===== config.mk =====
export PLATFORM = sky130hd
export DESIGN_NAME = pwm_dt_top
export DESIGN_NICKNAME = d
export VERILOG_FILES = /design/src/pwm_dt_pkg.sv /design/src/pwm_dt_if.sv /design/src/pwm_dt_stage.sv /design/src/pwm_dt_top.sv
export SDC_FILE = /design/constraint.sdc
export NUM_CORES = 1
export LEC_CHECK = 0
export BUFFER_PORTS_ARGS = -buffer_cell sky130_fd_sc_hd__buf_2
export CAP_MARGIN = 40
export CORE_UTILIZATION = 45
export CTS_CLUSTER_SIZE = 14
export DETAILED_ROUTE_END_ITERATION = 6
export GPL_ROUTABILITY_DRIVEN = 1
export PLACE_DENSITY_LB_ADDON = 0.3
export SYNTH_ARGS = -nofsm -noshare
export SYNTH_HDL_FRONTEND = slang
export SYNTH_SLANG_ARGS = --single-unit

===== constraint.sdc =====
create_clock -name I_CLK -period 8.5 [get_ports I_CLK]
set_clock_uncertainty 0.1 [all_clocks]
set_input_delay 1.275 -clock I_CLK [delete_from_list [all_inputs] [get_ports I_CLK]]
set_output_delay 1.275 -clock I_CLK [all_outputs]
set_load 0.005 [all_outputs]

===== src/pwm_dt_pkg.sv =====
// Package of constants for the dead-time, sync and blanking block.
package pwm_dt_pkg;

    // ****************************************************************
    // Register map and field positions
    // ****************************************************************
    localparam logic [7:0] TBCTRL_OFS   = 8'h00;
    localparam logic [7:0] GENCTRL_OFS  = 8'h04;
    localparam logic [7:0] BLANK_OFS    = 8'h08;
    localparam logic [7:0] DUTY_OFS     = 8'h0c;
    localparam logic [7:0] DEADT_OFS    = 8'h10;
    localparam logic [7:0] ROUTE_OFS    = 8'h14;
    localparam logic [7:0] STATUS_OFS   = 8'h18;
    localparam logic [7:0] PERIOD_OFS   = 8'h1c;

    localparam int TB_ENABLE_BIT   = 15;
    localparam int SYNC_SRC_LSB    = 4;
    localparam int POSTSCALE_LSB   = 0;
    localparam int DTC_LSB         = 6;
    localparam int POL_BIT         = 5;
    localparam int TBSEL_BIT       = 3;
    localparam int CAM_BIT         = 2;
    localparam int EXTERNAL_PERIOD_RESET_BIT       = 1;
    localparam int IUE_BIT         = 0;
    localparam int ITB_BIT         = 9;
    localparam int CURRENT_LIMIT_MODE_BIT       = 8;

    localparam logic [2:0] SYNC_PIN      = 3'b000;
    localparam logic [2:0] SYNC_TRIG_A   = 3'b010;
    localparam logic [2:0] SYNC_TRIG_B   = 3'b011;

    localparam logic [1:0] DT_POSITIVE   = 2'b00;
    localparam logic [1:0] DT_NEGATIVE   = 2'b01;
    localparam logic [1:0] DT_OFF        = 2'b10;
    localparam logic [1:0] DT_COMP       = 2'b11;

    localparam logic [15:0] REG_RESET    = 16'h0000;
    localparam logic [15:0] BLANK_MASK   = 16'h0fff;
    localparam logic [15:0] GEN_MASK     = 16'h03ef;
    localparam logic [15:0] TB_MASK      = 16'h807f;
    localparam logic [1:0]  RESP_OKAY    = 2'b00;
    localparam logic [1:0]  RESP_SLVERR  = 2'b10;

endpackage


===== src/pwm_dt_if.sv =====
// Interface carrying settings and edge events to the output stage.
`timescale 1ns/10ps
`default_nettype none
interface pwm_dt_if;
    logic [1:0]  dt_mode;
    logic        pol;
    logic        comp_in;
    logic [15:0] dead;
    logic        raw_pwm;
    logic        out_hi;
    logic        out_lo;
    modport ctrl  (output dt_mode, pol, comp_in, dead, raw_pwm,
                   input out_hi, out_lo);
    modport stage (input dt_mode, pol, comp_in, dead, raw_pwm,
                   output out_hi, out_lo);
endinterface
`default_nettype wire


===== src/pwm_dt_stage.sv =====
// Dead-time output stage for one complementary high and low pair.
`timescale 1ns/10ps
`default_nettype none
module pwm_dt_stage
    import pwm_dt_pkg::*;
(
    input  wire logic   i_clk,
    input  wire logic   i_rst,
    pwm_dt_if.stage     port
);
    typedef struct packed {
        logic        prev;
        logic [16:0] cnt;
        logic        hi;
        logic        lo;
    } st_type;
    st_type s_q;
    st_type s_d;
    logic [16:0] gap;
    logic        eff_pol;

    // Gap length for the edge that just occurred; the compensated side
    // gets the doubled gap and the other none, shortening one output.
    always_comb begin
        eff_pol = (port.dt_mode == DT_COMP) ? port.pol : 1'b0;
        gap = {1'b0, port.dead};
        if (port.dt_mode == DT_OFF) begin
            gap = 17'h00000;
        end else if (port.dt_mode == DT_COMP) begin
            // Shortened output is high when polarity matches the input.
            // A gap on an edge delays the output turning on at that edge.
            if ((port.comp_in ^ eff_pol) != port.raw_pwm) begin
                gap = {port.dead, 1'b0};
            end else begin
                gap = 17'h00000;
            end
        end
    end

    // Outputs follow the raw edge after the gap; negative mode overlaps.
    always_comb begin
        s_d = s_q;
        s_d.prev = port.raw_pwm;
        if (s_q.prev != port.raw_pwm) begin
            s_d.cnt = gap;
        end else if (s_q.cnt != 17'h00000) begin
            s_d.cnt = s_q.cnt - 17'h00001;
        end
        unique case (port.dt_mode)
            DT_NEGATIVE: begin
                s_d.hi = port.raw_pwm | (s_d.cnt != 17'h00000);
                s_d.lo = ~port.raw_pwm | (s_d.cnt != 17'h00000);
            end
            default: begin
                s_d.hi = port.raw_pwm & (s_d.cnt == 17'h00000);
                s_d.lo = ~port.raw_pwm & (s_d.cnt == 17'h00000);
            end
        endcase
    end

    always_ff @(posedge i_clk or posedge i_rst) begin
        if (i_rst) begin
            s_q <= '0;
        end else begin
            s_q <= s_d;
        end
    end

    assign port.out_hi = s_q.hi;
    assign port.out_lo = s_q.lo;

    property p_no_overlap;
        @(posedge i_clk) disable iff (i_rst)
        (port.dt_mode != DT_NEGATIVE) |-> !(s_q.hi && s_q.lo);
    endproperty
    a_no_overlap: assert property (p_no_overlap)
        else $error("High and low outputs overlap outside negative mode.");
endmodule
`default_nettype wire


===== src/pwm_dt_top.sv =====
// Generator with sync select, postscaler, blanking and register slave.
//
// Added by the designer: the address map and the AXI4-Lite register port.
`timescale 1ns/10ps
`default_nettype none
module pwm_dt_top
    import pwm_dt_pkg::*;
#(
    parameter int SEL_W = 7
) (
    input  wire logic              I_CLK,
    input  wire logic              I_RST,
    input  wire logic [7:0]        I_AWADDR,
    input  wire logic              I_AWVALID,
    output logic                   O_AWREADY,
    input  wire logic [31:0]       I_WDATA,
    input  wire logic [3:0]        I_WSTRB,
    input  wire logic              I_WVALID,
    output logic                   O_WREADY,
    output logic [1:0]             O_BRESP,
    output logic                   O_BVALID,
    input  wire logic              I_BREADY,
    input  wire logic [7:0]        I_ARADDR,
    input  wire logic              I_ARVALID,
    output logic                   O_ARREADY,
    output logic [31:0]            O_RDATA,
    output logic [1:0]             O_RRESP,
    output logic                   O_RVALID,
    input  wire logic              I_RREADY,
    input  wire logic [127:0]      I_REMAP_PINS,
    input  wire logic              I_TRIG_GEN_A,
    input  wire logic              I_TRIG_GEN_B,
    input  wire logic              I_SECONDARY_TICK,
    input  wire logic              I_SECONDARY_PRESENT,
    input  wire logic              I_CURRENT_LIMIT,
    input  wire logic              I_FAULT,
    output logic                   O_HIGH_SIDE,
    output logic                   O_LOW_SIDE,
    output logic                   O_SPECIAL_EVENT,
    output logic                   O_LIMIT_BLANKED,
    output logic                   O_FAULT_BLANKED
);
    // ****************************************************************
    // State record
    // ****************************************************************
    typedef struct packed {
        logic        aw_full;
        logic [7:0]  aw_addr;
        logic        w_full;
        logic [31:0] w_data;
        logic [3:0]  w_strb;
        logic        bvalid;
        logic [1:0]  bresp;
        logic        rvalid;
        logic [31:0] rdata;
        logic [1:0]  rresp;
        logic [15:0] tb_ctrl;
        logic [15:0] gen_ctrl;
        logic [15:0] blank;
        logic [15:0] duty_buf;
        logic [15:0] dead_buf;
        logic [15:0] duty_act;
        logic [15:0] dead_act;
        logic [15:0] period;
        logic [15:0] route;
        logic [15:0] tb_cnt;
        logic        up;
        logic [3:0]  ps_cnt;
        logic        sev;
        logic [11:0] blank_cnt;
        logic        prev_hi;
        logic        sync_seen;
    } st_type;
    st_type s_q;
    st_type s_d;

    pwm_dt_if dt_bus ();

    // Pick one remappable pin; code zero reads as ground.
    function automatic logic pick_pin(input logic [127:0] pins,
                                      input logic [SEL_W-1:0] sel);
        pick_pin = (sel == '0) ? 1'b0 : pins[sel];
    endfunction

    logic        sync_in;
    logic        comp_in;
    logic        tb_on;
    logic        independent_time_base;
    logic        tick;
    logic        boundary;
    logic        match;
    logic        ext_reset;
    logic        wr_go;
    logic        rd_go;
    logic [31:0] wmask;
    logic [31:0] rd_val;
    logic [1:0]  rd_resp;
    logic [15:0] wval16;

    // ****************************************************************
    // Input routing and time base
    // ****************************************************************
    // Sync source selection; reserved codes give no sync at all.
    always_comb begin
        unique case (s_q.tb_ctrl[SYNC_SRC_LSB +: 3])
            SYNC_PIN:    sync_in = pick_pin(I_REMAP_PINS,
                                            s_q.route[SEL_W-1:0]);
            SYNC_TRIG_A: sync_in = I_TRIG_GEN_A;
            SYNC_TRIG_B: sync_in = I_TRIG_GEN_B;
            default:     sync_in = 1'b0;
        endcase
    end

    assign comp_in = pick_pin(I_REMAP_PINS, s_q.route[8 +: SEL_W]);
    assign tb_on   = s_q.tb_ctrl[TB_ENABLE_BIT];
    assign independent_time_base     = s_q.gen_ctrl[ITB_BIT];
    // Secondary base only when one exists; otherwise primary clocking.
    assign tick = (s_q.gen_ctrl[TBSEL_BIT] && I_SECONDARY_PRESENT) ?
                  I_SECONDARY_TICK : 1'b1;
    // Limit input restarts the period only in independent mode.
    assign ext_reset = s_q.gen_ctrl[EXTERNAL_PERIOD_RESET_BIT] && independent_time_base &&
                       !s_q.gen_ctrl[CURRENT_LIMIT_MODE_BIT] && I_CURRENT_LIMIT;
    // Center alignment is ignored when the base is shared.
    assign boundary = tb_on && tick && (s_q.gen_ctrl[CAM_BIT] && independent_time_base ?
                      (!s_q.up && s_q.tb_cnt == 16'h0000) :
                      (s_q.tb_cnt >= s_q.period));
    assign match = boundary || (tb_on && sync_in) || (tb_on && ext_reset);

    // ****************************************************************
    // Bus slave
    // ****************************************************************
    assign O_AWREADY = !s_q.aw_full;
    assign O_WREADY  = !s_q.w_full;
    assign O_ARREADY = !s_q.rvalid;
    assign wr_go = s_q.aw_full && s_q.w_full && !s_q.bvalid;
    assign rd_go = I_ARVALID && !s_q.rvalid;
    assign wmask = {{8{s_q.w_strb[3]}}, {8{s_q.w_strb[2]}},
                    {8{s_q.w_strb[1]}}, {8{s_q.w_strb[0]}}};
    assign wval16 = s_q.w_data[15:0];

    // Read decode; unmapped addresses answer with a slave error.
    always_comb begin
        rd_val  = 32'h00000000;
        rd_resp = RESP_OKAY;
        unique case (I_ARADDR)
            TBCTRL_OFS:  rd_val = {16'h0000, s_q.tb_ctrl};
            GENCTRL_OFS: rd_val = {16'h0000, s_q.gen_ctrl};
            BLANK_OFS:   rd_val = {16'h0000, s_q.blank & BLANK_MASK};
            DUTY_OFS:    rd_val = {16'h0000, s_q.duty_buf};
            DEADT_OFS:   rd_val = {16'h0000, s_q.dead_buf};
            ROUTE_OFS:   rd_val = {16'h0000, s_q.route};
            STATUS_OFS:  rd_val = {s_q.tb_cnt, 12'h000, s_q.ps_cnt};
            PERIOD_OFS:  rd_val = {16'h0000, s_q.period};
            default:     rd_resp = RESP_SLVERR;
        endcase
    end

    // ****************************************************************
    // Next state
    // ****************************************************************
    always_comb begin
        s_d = s_q;
        s_d.sev = 1'b0;
        if (I_AWVALID && !s_q.aw_full) begin
            s_d.aw_full = 1'b1;
            s_d.aw_addr = I_AWADDR;
        end
        if (I_WVALID && !s_q.w_full) begin
            s_d.w_full = 1'b1;
            s_d.w_data = I_WDATA;
            s_d.w_strb = I_WSTRB;
        end
        if (s_q.bvalid && I_BREADY) begin
            s_d.bvalid = 1'b0;
        end
        if (s_q.rvalid && I_RREADY) begin
            s_d.rvalid = 1'b0;
        end
        if (rd_go) begin
            s_d.rvalid = 1'b1;
            s_d.rdata  = rd_val;
            s_d.rresp  = rd_resp;
        end
        // Time base: edge mode counts up, center mode counts up and down.
        if (!tb_on) begin
            s_d.tb_cnt = 16'h0000;
            s_d.up     = 1'b1;
        end else if (sync_in || ext_reset) begin
            s_d.tb_cnt = 16'h0000;
            s_d.up     = 1'b1;
        end else if (tick) begin
            if (s_q.gen_ctrl[CAM_BIT] && independent_time_base) begin
                if (s_q.up && s_q.tb_cnt >= s_q.period) begin
                    s_d.up = 1'b0;
                    s_d.tb_cnt = s_q.tb_cnt - 16'h0001;
                end else if (!s_q.up && s_q.tb_cnt == 16'h0000) begin
                    s_d.up = 1'b1;
                    s_d.tb_cnt = 16'h0001;
                end else begin
                    s_d.tb_cnt = s_q.up ? s_q.tb_cnt + 16'h0001 :
                                          s_q.tb_cnt - 16'h0001;
                end
            end else begin
                s_d.tb_cnt = boundary ? 16'h0000 : s_q.tb_cnt + 16'h0001;
            end
        end
        // Postscaler fires on match N+1 then restarts.
        if (!tb_on) begin
            s_d.ps_cnt = 4'h0;
        end else if (match) begin
            if (s_q.ps_cnt == s_q.tb_ctrl[POSTSCALE_LSB +: 4]) begin
                s_d.ps_cnt = 4'h0;
                s_d.sev    = 1'b1;
            end else begin
                s_d.ps_cnt = s_q.ps_cnt + 4'h1;
            end
        end
        // Buffered values reach the active copy at a match, or every cycle when IUE_BIT is set.
        if (s_q.gen_ctrl[IUE_BIT] || match) begin
            s_d.duty_act = s_q.duty_buf;
            s_d.dead_act = s_q.dead_buf;
        end
        // Blanking window opens on each rising edge of the raw PWM signal.
        s_d.prev_hi = dt_bus.raw_pwm;
        if (dt_bus.raw_pwm && !s_q.prev_hi) begin
            s_d.blank_cnt = s_q.blank[11:0];
        end else if (s_q.blank_cnt != 12'h000) begin
            s_d.blank_cnt = s_q.blank_cnt - 12'h001;
        end
        s_d.sync_seen = sync_in;
        if (wr_go) begin
            s_d.aw_full = 1'b0;
            s_d.w_full  = 1'b0;
            s_d.bvalid  = 1'b1;
            s_d.bresp   = RESP_OKAY;
            unique case (s_q.aw_addr)
                TBCTRL_OFS: begin
                    s_d.tb_ctrl = (s_q.tb_ctrl & ~wmask[15:0]) |
                                  (wval16 & wmask[15:0] & TB_MASK);
                    s_d.ps_cnt  = 4'h0;
                end
                GENCTRL_OFS: s_d.gen_ctrl = (s_q.gen_ctrl & ~wmask[15:0]) |
                                            (wval16 & wmask[15:0] & GEN_MASK);
                BLANK_OFS:   s_d.blank = (s_q.blank & ~wmask[15:0]) |
                                         (wval16 & wmask[15:0] & BLANK_MASK);
                DUTY_OFS:    s_d.duty_buf = (s_q.duty_buf & ~wmask[15:0]) |
                                            (wval16 & wmask[15:0]);
                DEADT_OFS:   s_d.dead_buf = (s_q.dead_buf & ~wmask[15:0]) |
                                            (wval16 & wmask[15:0]);
                ROUTE_OFS:   s_d.route = (s_q.route & ~wmask[15:0]) |
                                         (wval16 & wmask[15:0]);
                PERIOD_OFS:  s_d.period = (s_q.period & ~wmask[15:0]) |
                                          (wval16 & wmask[15:0]);
                STATUS_OFS:  s_d.bresp = RESP_OKAY;
                default:     s_d.bresp = RESP_SLVERR;
            endcase
        end
    end

    always_ff @(posedge I_CLK or posedge I_RST) begin
        if (I_RST) begin
            s_q <= '0;
        end else begin
            s_q <= s_d;
        end
    end

    // ****************************************************************
    // Output stage and ports
    // ****************************************************************
    assign dt_bus.dt_mode = s_q.gen_ctrl[DTC_LSB +: 2];
    assign dt_bus.pol     = s_q.gen_ctrl[POL_BIT];
    assign dt_bus.comp_in = comp_in;
    assign dt_bus.dead    = s_q.dead_act;
    assign dt_bus.raw_pwm = tb_on && (s_q.tb_cnt < s_q.duty_act);

    pwm_dt_stage u_stage (
        .i_clk (I_CLK),
        .i_rst (I_RST),
        .port  (dt_bus)
    );

    assign O_HIGH_SIDE     = dt_bus.out_hi;
    assign O_LOW_SIDE      = dt_bus.out_lo;
    assign O_SPECIAL_EVENT = s_q.sev;
    // Inputs are masked while the blanking window runs.
    assign O_LIMIT_BLANKED = I_CURRENT_LIMIT && (s_q.blank_cnt == 12'h000);
    assign O_FAULT_BLANKED = I_FAULT && (s_q.blank_cnt == 12'h000);
    assign O_BVALID = s_q.bvalid;
    assign O_BRESP  = s_q.bresp;
    assign O_RVALID = s_q.rvalid;
    assign O_RDATA  = s_q.rdata;
    assign O_RRESP  = s_q.rresp;

    // ****************************************************************
    // Checks
    // ****************************************************************
    property p_sev_cause;
        @(posedge I_CLK) disable iff (I_RST)
        O_SPECIAL_EVENT |-> $past(match) && $past(tb_on);
    endproperty
    a_sev_cause: assert property (p_sev_cause)
        else $error("Special event without a compare match.");

    property p_ps_reset;
        @(posedge I_CLK) disable iff (I_RST)
        !tb_on |=> s_q.ps_cnt == 4'h0;
    endproperty
    a_ps_reset: assert property (p_ps_reset)
        else $error("Postscaler count kept while base disabled.");

    property p_blank_zero;
        @(posedge I_CLK) disable iff (I_RST)
        s_q.blank[15:12] == 4'h0;
    endproperty
    a_blank_zero: assert property (p_blank_zero)
        else $error("Blanking upper bits became nonzero.");

    property p_buffered;
        @(posedge I_CLK) disable iff (I_RST)
        (!s_q.gen_ctrl[IUE_BIT] && !match) |=> $stable(s_q.duty_act);
    endproperty
    a_buffered: assert property (p_buffered)
        else $error("Active duty changed away from a boundary.");

    property p_reserved_sync;
        @(posedge I_CLK) disable iff (I_RST)
        (s_q.tb_ctrl[SYNC_SRC_LSB +: 3] == 3'b001) |-> !sync_in;
    endproperty
    a_reserved_sync: assert property (p_reserved_sync)
        else $error("Reserved sync code produced a sync.");

    property p_external_period_reset;
        @(posedge I_CLK) disable iff (I_RST)
        (!independent_time_base || !s_q.gen_ctrl[EXTERNAL_PERIOD_RESET_BIT]) |-> !ext_reset;
    endproperty
    a_external_period_reset: assert property (p_external_period_reset)
        else $error("Limit input reset a shared time base.");

    property p_blank_hold;
        @(posedge I_CLK) disable iff (I_RST)
        (s_q.blank_cnt != 12'h000) |-> !O_FAULT_BLANKED;
    endproperty
    a_blank_hold: assert property (p_blank_hold)
        else $error("Fault passed during blanking window.");

    property p_route_gnd;
        @(posedge I_CLK) disable iff (I_RST)
        (s_q.route[8 +: SEL_W] == '0) |-> !comp_in;
    endproperty
    a_route_gnd: assert property (p_route_gnd)
        else $error("Selector zero did not tie input low.");
endmodule
`default_nettype wire


==> results of run 1 <==
## final cells by class
| cell class | instances | area share |
|---|---|---|
| Tap cell | 455 | 0.0316 |
| Clock inverter | 14 | 0.0127 |
| Multi-Input combinational cell | 1043 | 0.464 |
| Timing Repair Buffer | 242 | 0.0728 |
| Sequential cell | 258 | 0.359 |
| Clock buffer | 38 | 0.0443 |
| Inverter | 75 | 0.0161 |
## through the flow
step / setup slack [ns] / hold WS (ns) / instances / area, um2
after floorplan: 0.0266 / 0.351 / 1494 / 15800
after global placement: 3.71 / 0.354 / 2063 / 16900
after detailed placement: 3.66 / 0.363 / 2073 / 17000
after CTS: 3.91 / 0.376 / 2125 / 18000
after global routing: 3.54 / 0.394 / 2125 / 18000
final: 3.81 / 0.369 / 2125 / 18000
## cell families after synthesis
kind of cell | after synthesis
and+or+nand+nor | 422
AOI/OAI and AO/OA | 327
DFF | 258
muxes | 229
buffers and inverters | 193
adders and majority gates | 37
xor gates and xnor gates | 26
other | 1
## Yosys cell counts, types with 6 or more instances
master and number:
o22ai_1 13, mux2i_1 37, nand3_1 42, nand4_1 12, mux2_2 108, o21ai_0 90, and3_1 11, and2_1 11
clkbuf_1 56, or4_1 8, nor4_1 18, mux2_4 31, a211oi_1 14, a22o_1 8, nand2_1 135, a31oi_1 14
a21oi_1 33, dfrtp_1 258, nor2_1 77, or2_2 7, xnor2_1 20, nor2b_1 27, nand3b_1 6, buf_2 13
xor2_1 6, or3_1 10, buf_4 40, a221oi_1 13, a22oi_1 46, mux4_2 49, ha_1 37, a21o_1 19
nor3_1 25, inv_1 75, nand2b_1 14
## final timing paths
kind                                       end        start
max                        u_stage.port.out_hi      s_q[24]
min in group asynchronous          O_RDATA[16]        I_RST
max reg2reg                u_stage.port.out_hi      s_q[24]
min                                O_RDATA[31]  O_RDATA[31]
min reg2reg                        O_RDATA[31]  O_RDATA[31]
max in group asynchronous            async pin        I_RST
## metal layers
metal,GRT usage,vias to the layer above,share of wire
met5,0,-,0.00022
met2,0.434,616,0.48
met4,0.0881,2,0.030
met3,0.0369,77,0.071
li1,-,5831,-
met1,0.344,6340,0.42
## worst reg2reg max path, stage by stage, from the launching register on
cell and delay, ns:
dfrtp_1 0.64, ha_1 0.33, a21o_1 0.16, a211oi_1 0.25, o21ai_0 0.15, a21o_1 0.24, a21oi_1 0.15, buf_4 0.20
ha_1 0.68, nor2_1 0.31, a221oi_1 0.51, o2111ai_1 0.17, nor4_1 0.23, nand3_1 0.18, mux2i_1 0.29
## where the power goes
group / total [mW] / switching, mW / leakage, nW / internal (mW)
clock network: 1.34 / 0.526 / 0.499 / 0.813
logic: 1.20 / 0.631 / 4.04 / 0.565
registers: 1.72 / 0.296 / 3.43 / 1.42
==> impl_summary.log, run 1 <==
[metrics] status: finished clean
[metrics] initial core utilization: 0.457
[metrics] worst-margin pin slew: 0.922 ns
[metrics] area share of fa/ha/maj cells after synthesis: 0.0294
[metrics] Synth-to-Final Area Change: 14.2%
[metrics] CP Data Required Time: 8.86 ns
[metrics] pin count of the biggest net entering global routing: 150
[metrics] critical path's largest stage delay: 0.68 ns
[metrics] Reg2Reg Depth: 14
[metrics] layout net count: 1878
[metrics] port buffer count: 218
[metrics] area occupied by multi-input gates: 8350 um2
[metrics] Setup Buffers After CTS: 0
[metrics] I/O pin cnt: 239
[metrics] clock root buffer: clkbuf_16
[metrics] area of the die: 35800 um2
[metrics] final antenna-violating net count: 0
[metrics] Final min period: 4.69 ns
[metrics] number of buffers between clock root and the deepest sink: 3
[metrics] top post-synthesis cells by area: dfrtp_1 41%, mux2_2 7.7%, mux4_2 7.0%
[metrics] placer's final routability congestion estimate: 0.933
[metrics] final-layout fill cell count: 3103
[metrics] average cell area after synthesis: 10.6 um2
[metrics] Reg area: 6460 um2
[metrics] Max Cap Viol: 0
[metrics] clock edge transition at the registers on the reported setup and hold paths: 0.06 ns
[metrics] final critical-path share of the clock period: 0.552
[metrics] cell family with the largest share of critical-path delay: compound AO/OA/AOI/OAI gates
[metrics] Post-CTS Hold Buffers: 0
[metrics] Setup Total Neg Slack: 0 ns
[metrics] proportion of layout cells with a drive suffix above 1: 0.304
[metrics] final wirelength: 46.3 mm
[metrics] total routing resource utilization after global routing: 0.259
[metrics] core area: 34500 um2
[metrics] Hold Violations, Final: 0
[metrics] CP Cell Sequence: ha_1 -> a21o_1 -> a211oi_1 -> o21ai_0 -> a21o_1 -> a21oi_1 -> buf_4 -> ha_1 -> nor2_1 -> a221oi_1 -> o2111ai_1 -> nor4_1 -> nand3_1 -> mux2i_1
[metrics] DRT Pass-1 Iters: 6
[metrics] total number of cells along the worst setup path: 14
[metrics] post-synthesis cell type count: 86
[metrics] via count of the routed design: 12900
[metrics] floorplan die height: 189 um
[metrics] initial antenna violation count: 2
[metrics] number of cells produced by synthesis: 1493
[metrics] number of global-route vias before repair: 12600
[metrics] Post-route DRC: 0
[metrics] static power due to leakage: 7.97 nW
[metrics] Post-Synthesis Cell Area: 15800 um2
[metrics] number of enable flip-flop cells after synthesis: 0
[metrics] largest family of logic cells by synthesized area: multiplexers
[metrics] Synth top area share: 0.410
[metrics] total power divided by cell area: 236 nW/um2
[metrics] synthesized-area fraction occupied by and/or/nand/nor cells: 0.133
[metrics] number of sinks handled by clock tree synthesis: 258
[metrics] count of synthesis-stage warnings from yosys: 0
[metrics] post-layout util: 0.522
[metrics] master of the slowest instance on the critical path: ha_1
[metrics] most common cell after layout, fill and taps aside: dfrtp_1
[metrics] setup repair after global routing missed its margin: false
[metrics] FMAX: 0.213 GHz
[metrics] final number of max-transition violations: 0
[metrics] nature of the critical path startpoint: register
[metrics] top library cells by usage in the layout, fill and taps aside: 256 x dfrtp_1, 220 x buf_2, 134 x nand2_1, 108 x mux2_2, 90 x o21ai_0
[metrics] total power after layout: 4.25 mW
[metrics] critical path arrival: 5.05 ns
[metrics] global-route wire length before repair: 72.2 mm
[metrics] average vias per placed instance: 6.05
[metrics] number of instances on the worst hold path: 2
[metrics] final antenna diode count: 0
[metrics] clock latency at the later pin of the worst-skew pair: 0.58 ns
[metrics] final setup violation count: 0
[metrics] IR drop worst, VDD: 0.158 mV
[metrics] Synth Flop Type: dfrtp_1
[metrics] post-detail-place hpwl: 34.8 mm
[metrics] maximum fanout along the worst path: 26
[metrics] Slew headroom: 0.380
[metrics] Rows: 68
[metrics] count of state elements after synthesis: 258
[metrics] share of async-settable or async-resettable flops after synthesis: 1.00
[metrics] endpoint type of the worst setup path: register
[metrics] clock tree from TritonCTS: done
[metrics] routed len/inst: 21.8 um
[metrics] xor-xnor portion of the synthesized cell area: 0.0145
[metrics] Buf/Inv on CP: 1
[metrics] clock buffer count from CTS: 28
[metrics] Worst Hold Class: register to register
[metrics] post-cts repair resize count: 0
[metrics] compound-gate portion of the synthesized area: 0.144
[metrics] library cell with the largest summed area after synthesis: dfrtp_1
[metrics] number of DRC violations after detailed-routing iteration 0: 1063
[metrics] mux cell area share after synthesis: 0.207
[metrics] total global routing overflow: 0
[metrics] width of the die: 189 um
[metrics] reg2reg setup slack: 3.81 ns
[metrics] critical path type: register to register
[metrics] share of the yosys chip area belonging to registers: 0.410
[metrics] Clock H-tree levels: 1
No activity file was read; power rests on OpenSTA's default activity.
==> run 2: changes to the inputs <==
==> constraint.sdc (replaced) <==
create_clock -name I_CLK -period 3.9 [get_ports I_CLK]
set_clock_uncertainty 0.1 [all_clocks]
set_input_delay 0.585 -clock I_CLK [delete_from_list [all_inputs] [get_ports I_CLK]]
set_output_delay 0.585 -clock I_CLK [all_outputs]
set_load 0.005 [all_outputs]
==> run 2 against run 1 <==
  * Sequential share of layout area down 0.65 points
  * Worst setup slack got worse by 3.6 ns
  * Clock-buffer cell count down 3
  * Global-route usage up 0.33 points
  * Register-to-register slack worse by 3.6 ns
  * Critical path depth decreased by 5
  * Via count up 0.57%
  * Sequential power is 120% higher
  * Largest power group unchanged
  * Highest routed layer unchanged
==> impl_summary.log, run 2 (same netlist as run 1, synthesis figures left out) <==
[metrics] status: finished clean
[metrics] initial core utilization: 0.457
[metrics] area of the die: 35800 um2
[metrics] core area: 34500 um2
[metrics] clock buffer count from CTS: 27
[metrics] Clock H-tree levels: 1
[metrics] initial antenna violation count: 4
[metrics] via count of the routed design: 12900
[metrics] DRT Pass-1 Iters: 5
[metrics] CP Data Required Time: 4.22 ns
[metrics] endpoint type of the worst setup path: register
[metrics] reg2reg setup slack: 0.23 ns
[metrics] final critical-path share of the clock period: 0.940
[metrics] floorplan die height: 189 um
[metrics] final number of max-transition violations: 0
[metrics] width of the die: 189 um
[metrics] Worst Hold Class: primary input to register
[metrics] pin count of the biggest net entering global routing: 101
[metrics] proportion of layout cells with a drive suffix above 1: 0.323
[metrics] final-layout fill cell count: 3112
[metrics] critical path's largest stage delay: 0.68 ns
[metrics] master of the slowest instance on the critical path: dfrtp_1
[metrics] post-layout util: 0.532
[metrics] total power divided by cell area: 505 nW/um2
[metrics] most common cell after layout, fill and taps aside: dfrtp_1
[metrics] total power after layout: 9.25 mW
[metrics] Reg2Reg Depth: 9
[metrics] clock edge transition at the registers on the reported setup and hold paths: 0.06 ns
[metrics] crit-path most repeated cell: mux4_2
[metrics] routed len/inst: 21.7 um
[metrics] number of sinks handled by clock tree synthesis: 258
[metrics] top library cells by usage in the layout, fill and taps aside: 256 x dfrtp_1, 218 x buf_2, 134 x nand2_1, 108 x mux2_2, 90 x o21ai_0
[metrics] setup repair after global routing missed its margin: false
[metrics] FMAX: 0.273 GHz
[metrics] total routing resource utilization after global routing: 0.263
[metrics] total global routing overflow: 0
[metrics] number of DRC violations after detailed-routing iteration 0: 968
[metrics] average vias per placed instance: 5.96
[metrics] source of the worst hold timing path: I_BREADY
[metrics] clock latency at the later pin of the worst-skew pair: 0.55 ns
[metrics] critical path type: register to register
[metrics] Rows: 68
[metrics] FF-to-FF End: dt_bus.dead[11]
[metrics] final wirelength: 47.2 mm
[metrics] Worst Hold Endpoint: O_BVALID
[metrics] Final min period: 3.67 ns
[metrics] worst-margin pin slew: 0.841 ns
[metrics] nature of the critical path startpoint: register
[metrics] Max Cap Viol: 0
[metrics] number of global-route vias before repair: 12900
[metrics] I/O pin cnt: 239
[metrics] Post-Route Hold Slack: 0.120 ns
[metrics] global-route wire length before repair: 73.0 mm
[metrics] Post-route DRC: 0
[metrics] static power due to leakage: 8.19 nW
[metrics] number of instances on the worst hold path: 2
[metrics] placer's final routability congestion estimate: 0.930
[metrics] Synth-to-Final Area Change: 16.4%
[metrics] clock root buffer: clkbuf_16
[metrics] clock tree from TritonCTS: done
[metrics] CP Cell Sequence: buf_4 -> mux4_2 -> mux4_2 -> o211ai_1 -> nand3_1 -> a221oi_4 -> o21ba_2 -> buf_12 -> mux2_4
[metrics] maximum fanout along the worst path: 24
[metrics] final setup violation count: 0
[metrics] Slew headroom: 0.437
[metrics] final antenna-violating net count: 0
[metrics] port buffer count: 218
[metrics] post-detail-place hpwl: 36.6 mm
[metrics] critical path arrival: 3.98 ns
[metrics] layout net count: 1924
[metrics] number of buffers between clock root and the deepest sink: 3
[metrics] Hold Violations, Final: 0
[metrics] IR drop worst, VDD: 0.317 mV
-- run 2: cell count changes in the layout (fill, tap and decap cells not counted), moves of 2 or more --
cell,change
buf_12,+4
buf_6,-3
clkinvlp_4,+2
buf_4,+47
diode_2,+2
buf_2,-2
-- run 2: power by group --
| group | switching [mW] | internal [mW] | total [mW] |
|---|---|---|---|
| clock network | 1.09 | 1.64 | 2.73 |
| logic | 1.44 | 1.33 | 2.76 |
| registers | 0.658 | 3.10 | 3.75 |
-- run 2: metal layers --
layer	up-vias	track usage	share of wire
li1	5899	-	-
met1	6347	0.331	0.41
met2	565	0.440	0.47
met3	124	0.0495	0.074
met4	4	0.112	0.043
met5	-	0	0.00061
-- run 2: final cells by class --
| cell class | instances | area, um2 | area share |
|---|---|---|---|
| repair buffers | 289 | 1710 | 0.0932 |
| inverters | 75 | 285 | 0.0156 |
| diodes | 2 | 5.00 | 0.000273 |
| well taps | 455 | 569 | 0.0310 |
| clock inverters | 14 | 200 | 0.0109 |
| flip-flops and latches | 258 | 6460 | 0.352 |
| multi-input cells | 1043 | 8350 | 0.456 |
| clock buffers | 35 | 756 | 0.0412 |
-- run 2: repair_timing --
action,in CTS,in global routing
pin swaps,0,0
hold buffers,1,0
hold endpoints to repair,9,0
buffers inserted,0,0
setup endpoints to repair,5,33
gates resized for setup,1,2
-- run 2: worst max-delay path by stage --
stage,depth (start not counted),slack (ns),to,start
after floorplan,1,-0.18,O_BRESP[1],I_RST
after global placement,10,0.02,s_q[97],I_REMAP_PINS[15]
after detailed placement,10,-0.04,s_q[97],I_REMAP_PINS[15]
after CTS,9,0.1,dt_bus.dead[11],register
after global routing,15,0.06,u_stage.port.out_hi,s_q[34]
final,9,0.23,dt_bus.dead[11],register
-- run 2: stage by stage --
| step | TNS, ns | instance area (um2) | instances | setup slack (ns) |
|---|---|---|---|---|
| floorplan | -47.63 | 15800 | 1494 | -0.185 |
| global placement | 0 | 17300 | 2117 | 0.0192 |
| detailed placement | -0.768 | 17400 | 2119 | -0.0428 |
| CTS | 0 | 18300 | 2169 | 0.0991 |
| global route | 0 | 18300 | 2170 | 0.0579 |
| finish | 0 | 18300 | 2171 | 0.234 |
-- run 2: worst max-delay path: cells and delay by family (launching register included) --
kind	cells	cell delay [ns]
AOI/OAI and AO/OA	3	0.76
buffers and inverters	2	0.60
DFF	1	0.68
muxes	3	1.15
and+or+nand+nor	1	0.23
==> run 3: changes to the inputs <==
--- a/config.mk
+++ b/config.mk
@@ -7,6 +7,7 @@
 export LEC_CHECK = 0
 export BUFFER_PORTS_ARGS = -buffer_cell sky130_fd_sc_hd__buf_2
 export CAP_MARGIN = 40
+export CORE_MARGIN = 4
 export CORE_UTILIZATION = 45
 export CTS_CLUSTER_SIZE = 14
 export DETAILED_ROUTE_END_ITERATION = 6
@@ -14,4 +15,5 @@
 export PLACE_DENSITY_LB_ADDON = 0.3
 export SYNTH_ARGS = -nofsm -noshare
 export SYNTH_HDL_FRONTEND = slang
+export SYNTH_HIERARCHICAL = 1
 export SYNTH_SLANG_ARGS = --single-unit
==> run 3 against run 2 <==
  * Worst setup slack got worse by 0.77 ns
  * Hold slack got worse by 0.079 ns
  * Routed wire length decreased by 0.32%
  * Design area increased by 0.70%
  * Combinational power increased by 3%
  * Maximum frequency decreased by 17%
  * Total power increased by 2.5%
  * Largest cell class unchanged
  * Sequential power increased by 2%
  * The run now ends with design-rule violations, negative setup slack left
  * Cell count decreased by 3.0%
  * Die area increased by 5.5%
  * Highest routed layer is now met4
==> impl_summary.log, run 3 <==
[metrics] most used standard cells in the synthesized netlist: 259 x dfrtp_1, 123 x mux2_2, 108 x nand2_1, 85 x nor2_1, 78 x o21ai_0
[metrics] clock buffer count from CTS: 28
[metrics] Post-CTS Hold Buffers: 0
[metrics] Post-Synthesis Cell Area: 15600 um2
[metrics] layout net count: 1865
[metrics] post-place setup slack: -0.606 ns
[metrics] mux cell area share after synthesis: 0.235
[metrics] core area: 33900 um2
[metrics] final antenna-violating net count: 0
[metrics] number of buffers between clock root and the deepest sink: 3
[metrics] top library cells by usage in the layout, fill and taps aside: 257 x dfrtp_1, 218 x buf_2, 122 x mux2_2, 107 x nand2_1, 84 x nor2_1
[metrics] final critical-path setup slack: -0.531 ns
[metrics] area occupied by multi-input gates: 8350 um2
[metrics] CP Cell Sequence: buf_12 -> mux4_2 -> mux4_2 -> mux4_2 -> mux2_4 -> xnor3_1 -> nor2_4 -> a221oi_2 -> a31oi_1 -> or4_4 -> nor4_4 -> mux2i_1
[metrics] port buffer count: 218
[metrics] fraction of power spent switching nets: 0.339
[metrics] number of DRC violations after detailed-routing iteration 0: 1062
[metrics] master of the slowest instance on the critical path: or4_4
[metrics] post-detail-place hpwl: 35.9 mm
[metrics] Hold Violations, Final: 0
[metrics] Reg area: 6480 um2
[metrics] critical path type: register to register
[metrics] Buf/Inv on CP: 1
[metrics] pin count of the biggest net entering global routing: 65
[metrics] endpoint type of the worst setup path: register
[metrics] proportion of layout cells with a drive suffix above 1: 0.366
[metrics] width of the die: 194 um
[metrics] Max Cap Viol: 0
[metrics] total power divided by cell area: 513 nW/um2
[metrics] static power due to leakage: 8.39 nW
[metrics] Setup Total Neg Slack: -1.06 ns
[metrics] placed standard-cell area: 17400 um2
[metrics] CP Data Required Time: 4.27 ns
[metrics] most common cell after layout, fill and taps aside: dfrtp_1
[metrics] clock root buffer: clkbuf_16
[metrics] crit-path most repeated cell: mux4_2
[metrics] I/O pin cnt: 239
[metrics] via count of the routed design: 12600
[metrics] Net Sw Power: 3.21 mW
[metrics] initial core utilization: 0.461
[metrics] compound-gate portion of the synthesized area: 0.132
[metrics] Internal Dissipation: 6.27 mW
[metrics] number of cells produced by synthesis: 1420
[metrics] final critical-path share of the clock period: 1.14
[metrics] setup repair after global routing missed its margin: true
[metrics] cell family with the largest share of critical-path delay: multiplexers
[metrics] top post-synthesis cells by area: dfrtp_1 42%, mux4_2 9.7%, mux2_2 8.9%
[metrics] FMAX: 0.226 GHz
[metrics] maximum fanout along the worst path: 14
[metrics] final-layout fill cell count: 2964
[metrics] share of the yosys chip area belonging to registers: 0.415
[metrics] worst-margin pin slew: 0.926 ns
[metrics] Post-route DRC: 1
[metrics] DRT Pass-1 Iters: 7
[metrics] nature of the critical path startpoint: register
[metrics] average cell area after synthesis: 11.0 um2
[metrics] xor-xnor portion of the synthesized cell area: 0.0166
[metrics] area of the die: 37700 um2
[metrics] critical path's largest stage delay: 0.56 ns
[metrics] Synth-to-Final Area Change: 18.3%
[metrics] final wirelength: 47.0 mm
[metrics] failing checks: design-rule violations, negative setup slack
[metrics] Seq pwr share: 0.404
[metrics] clock latency at the later pin of the worst-skew pair: 0.55 ns
[metrics] proportion of power drawn by the clock network: 0.298
[metrics] post-synthesis cell type count: 78
[metrics] library cell with the largest summed area after synthesis: dfrtp_1
[metrics] Non-Filler Cell Area, Final: 18500 um2
[metrics] clock edge transition at the registers on the reported setup and hold paths: 0.06 ns
[metrics] part of the total power dissipated in combinational logic: 0.298
[metrics] total routing resource utilization after global routing: 0.241
[metrics] count of state elements after synthesis: 259
[metrics] Final min period: 4.43 ns
[metrics] share of async-settable or async-resettable flops after synthesis: 1.00
[metrics] clock tree from TritonCTS: done
[metrics] Synth top area share: 0.415
[metrics] number of sinks handled by clock tree synthesis: 259
[metrics] placer's final routability congestion estimate: 0.911
[metrics] number of enable flip-flop cells after synthesis: 0
[metrics] routed len/inst: 22.3 um
[metrics] Worst Hold Class: primary input to async pin
[metrics] number of global-route vias before repair: 12600
[metrics] count of synthesis-stage warnings from yosys: 6
[metrics] largest family of logic cells by synthesized area: multiplexers
[metrics] final setup violation count: 2
[metrics] floorplan die height: 194 um
[metrics] Slew headroom: 0.381
[metrics] initial antenna violation count: 2
[metrics] area share of fa/ha/maj cells after synthesis: 0.0297
[metrics] Clock H-tree levels: 1
[metrics] Synth Flop Type: dfrtp_1
[metrics] average vias per placed instance: 5.99
[metrics] Rows: 67
[metrics] count leader, synth: dfrtp_1
[metrics] synthesized-area fraction occupied by and/or/nand/nor cells: 0.118
[metrics] global-route wire length before repair: 72.8 mm
[metrics] critical path arrival: 4.80 ns
[metrics] IR drop worst, VDD: 0.347 mV
[metrics] final number of max-transition violations: 0
[metrics] status: finished with violations
[metrics] total global routing overflow: 0
[run 3: cell count changes in the layout (fill, tap and decap cells not counted), sizes merged, moves of 15 or more]
cell	before	now
inv	75	55
nand2	135	108
o21ai	95	80
mux4	53	70
nand3	42	27
a21oi	33	51
[run 3: what timing repair did]
| item | CTS | global route |
|---|---|---|
| endpoints found under the hold margin | 0 | 0 |
| setup buffers | 1 | 0 |
| cloned | 1 | 0 |
| pin swaps | 3 | 2 |
| gates resized for setup | 6 | 3 |
| endpoints found under the setup margin | 2 | 12 |
[run 3: final cells by class]
type                    count  share of cell area
well taps                 448              0.0304
clock inverters            17              0.0109
diodes                      1            0.000136
inverters                  58              0.0120
multi-input cells         988               0.452
clock buffers              35              0.0427
flip-flops and latches    259               0.351
repair buffers            300               0.100
[run 3: logic make-up after synthesis]
| group | after synthesis |
|---|---|
| buffers and inverters | 174 |
| adders and majority gates | 37 |
| and+or+nand+nor | 369 |
| DFF | 259 |
| other | 1 |
| xor gates and xnor gates | 28 |
| muxes | 247 |
| AOI/OAI and AO/OA | 305 |
[run 3: through the flow]
| stage | total power, mW | utilization | hold WS, ns | cells |
|---|---|---|---|---|
| floorplan | 5.64 | - | 0.351 | 1421 |
| global placement | 6.56 | 0.514 | 0.353 | 2051 |
| detailed placement | 6.65 | 0.514 | 0.361 | 2052 |
| CTS | 9.51 | 0.546 | 0.0445 | 2106 |
| global route | 9.95 | 0.545 | 0.0797 | 2105 |
| finish | 9.48 | 0.545 | 0.0415 | 2106 |
[run 3: worst paths after layout]
kind	from	endpoint	slack (ns)	depth (start not counted)
min in group I_CLK	I_RREADY	O_RVALID	0.14	2
setup / recovery	register	u_stage/port.out_lo	-0.53	12
hold / removal	I_RST	O_RDATA[6]	0.04	2
hold reg to reg	O_RDATA[1]	O_RDATA[1]	0.37	1
max in group asynchronous	I_RST	O_RDATA[20]	2.82	3
setup reg to reg	register	u_stage/port.out_lo	-0.53	12
[run 3: per-layer routing]
| layer | up-vias | wire, um | track usage |
|---|---|---|---|
| li1 | 5700 | - | - |
| met1 | 6190 | 19600 | 0.328 |
| met2 | 620 | 21700 | 0.390 |
| met3 | 102 | 3930 | 0.0521 |
| met4 | 0 | 1810 | 0.0773 |
| met5 | - | 0 | 0 |
[run 3: power groups by stage]
stage          Sequential, mW  Combinational (mW)  Clock [mW]
2_1_floorplan            3.53                2.11           0
3_3_place_gp             3.84                2.72           0
3_5_place_dp             3.85                2.79           0
4_1_cts                  3.81                2.83        2.87
5_1_grt                  3.88                3.08        2.99
6_report                 3.83                2.83        2.83
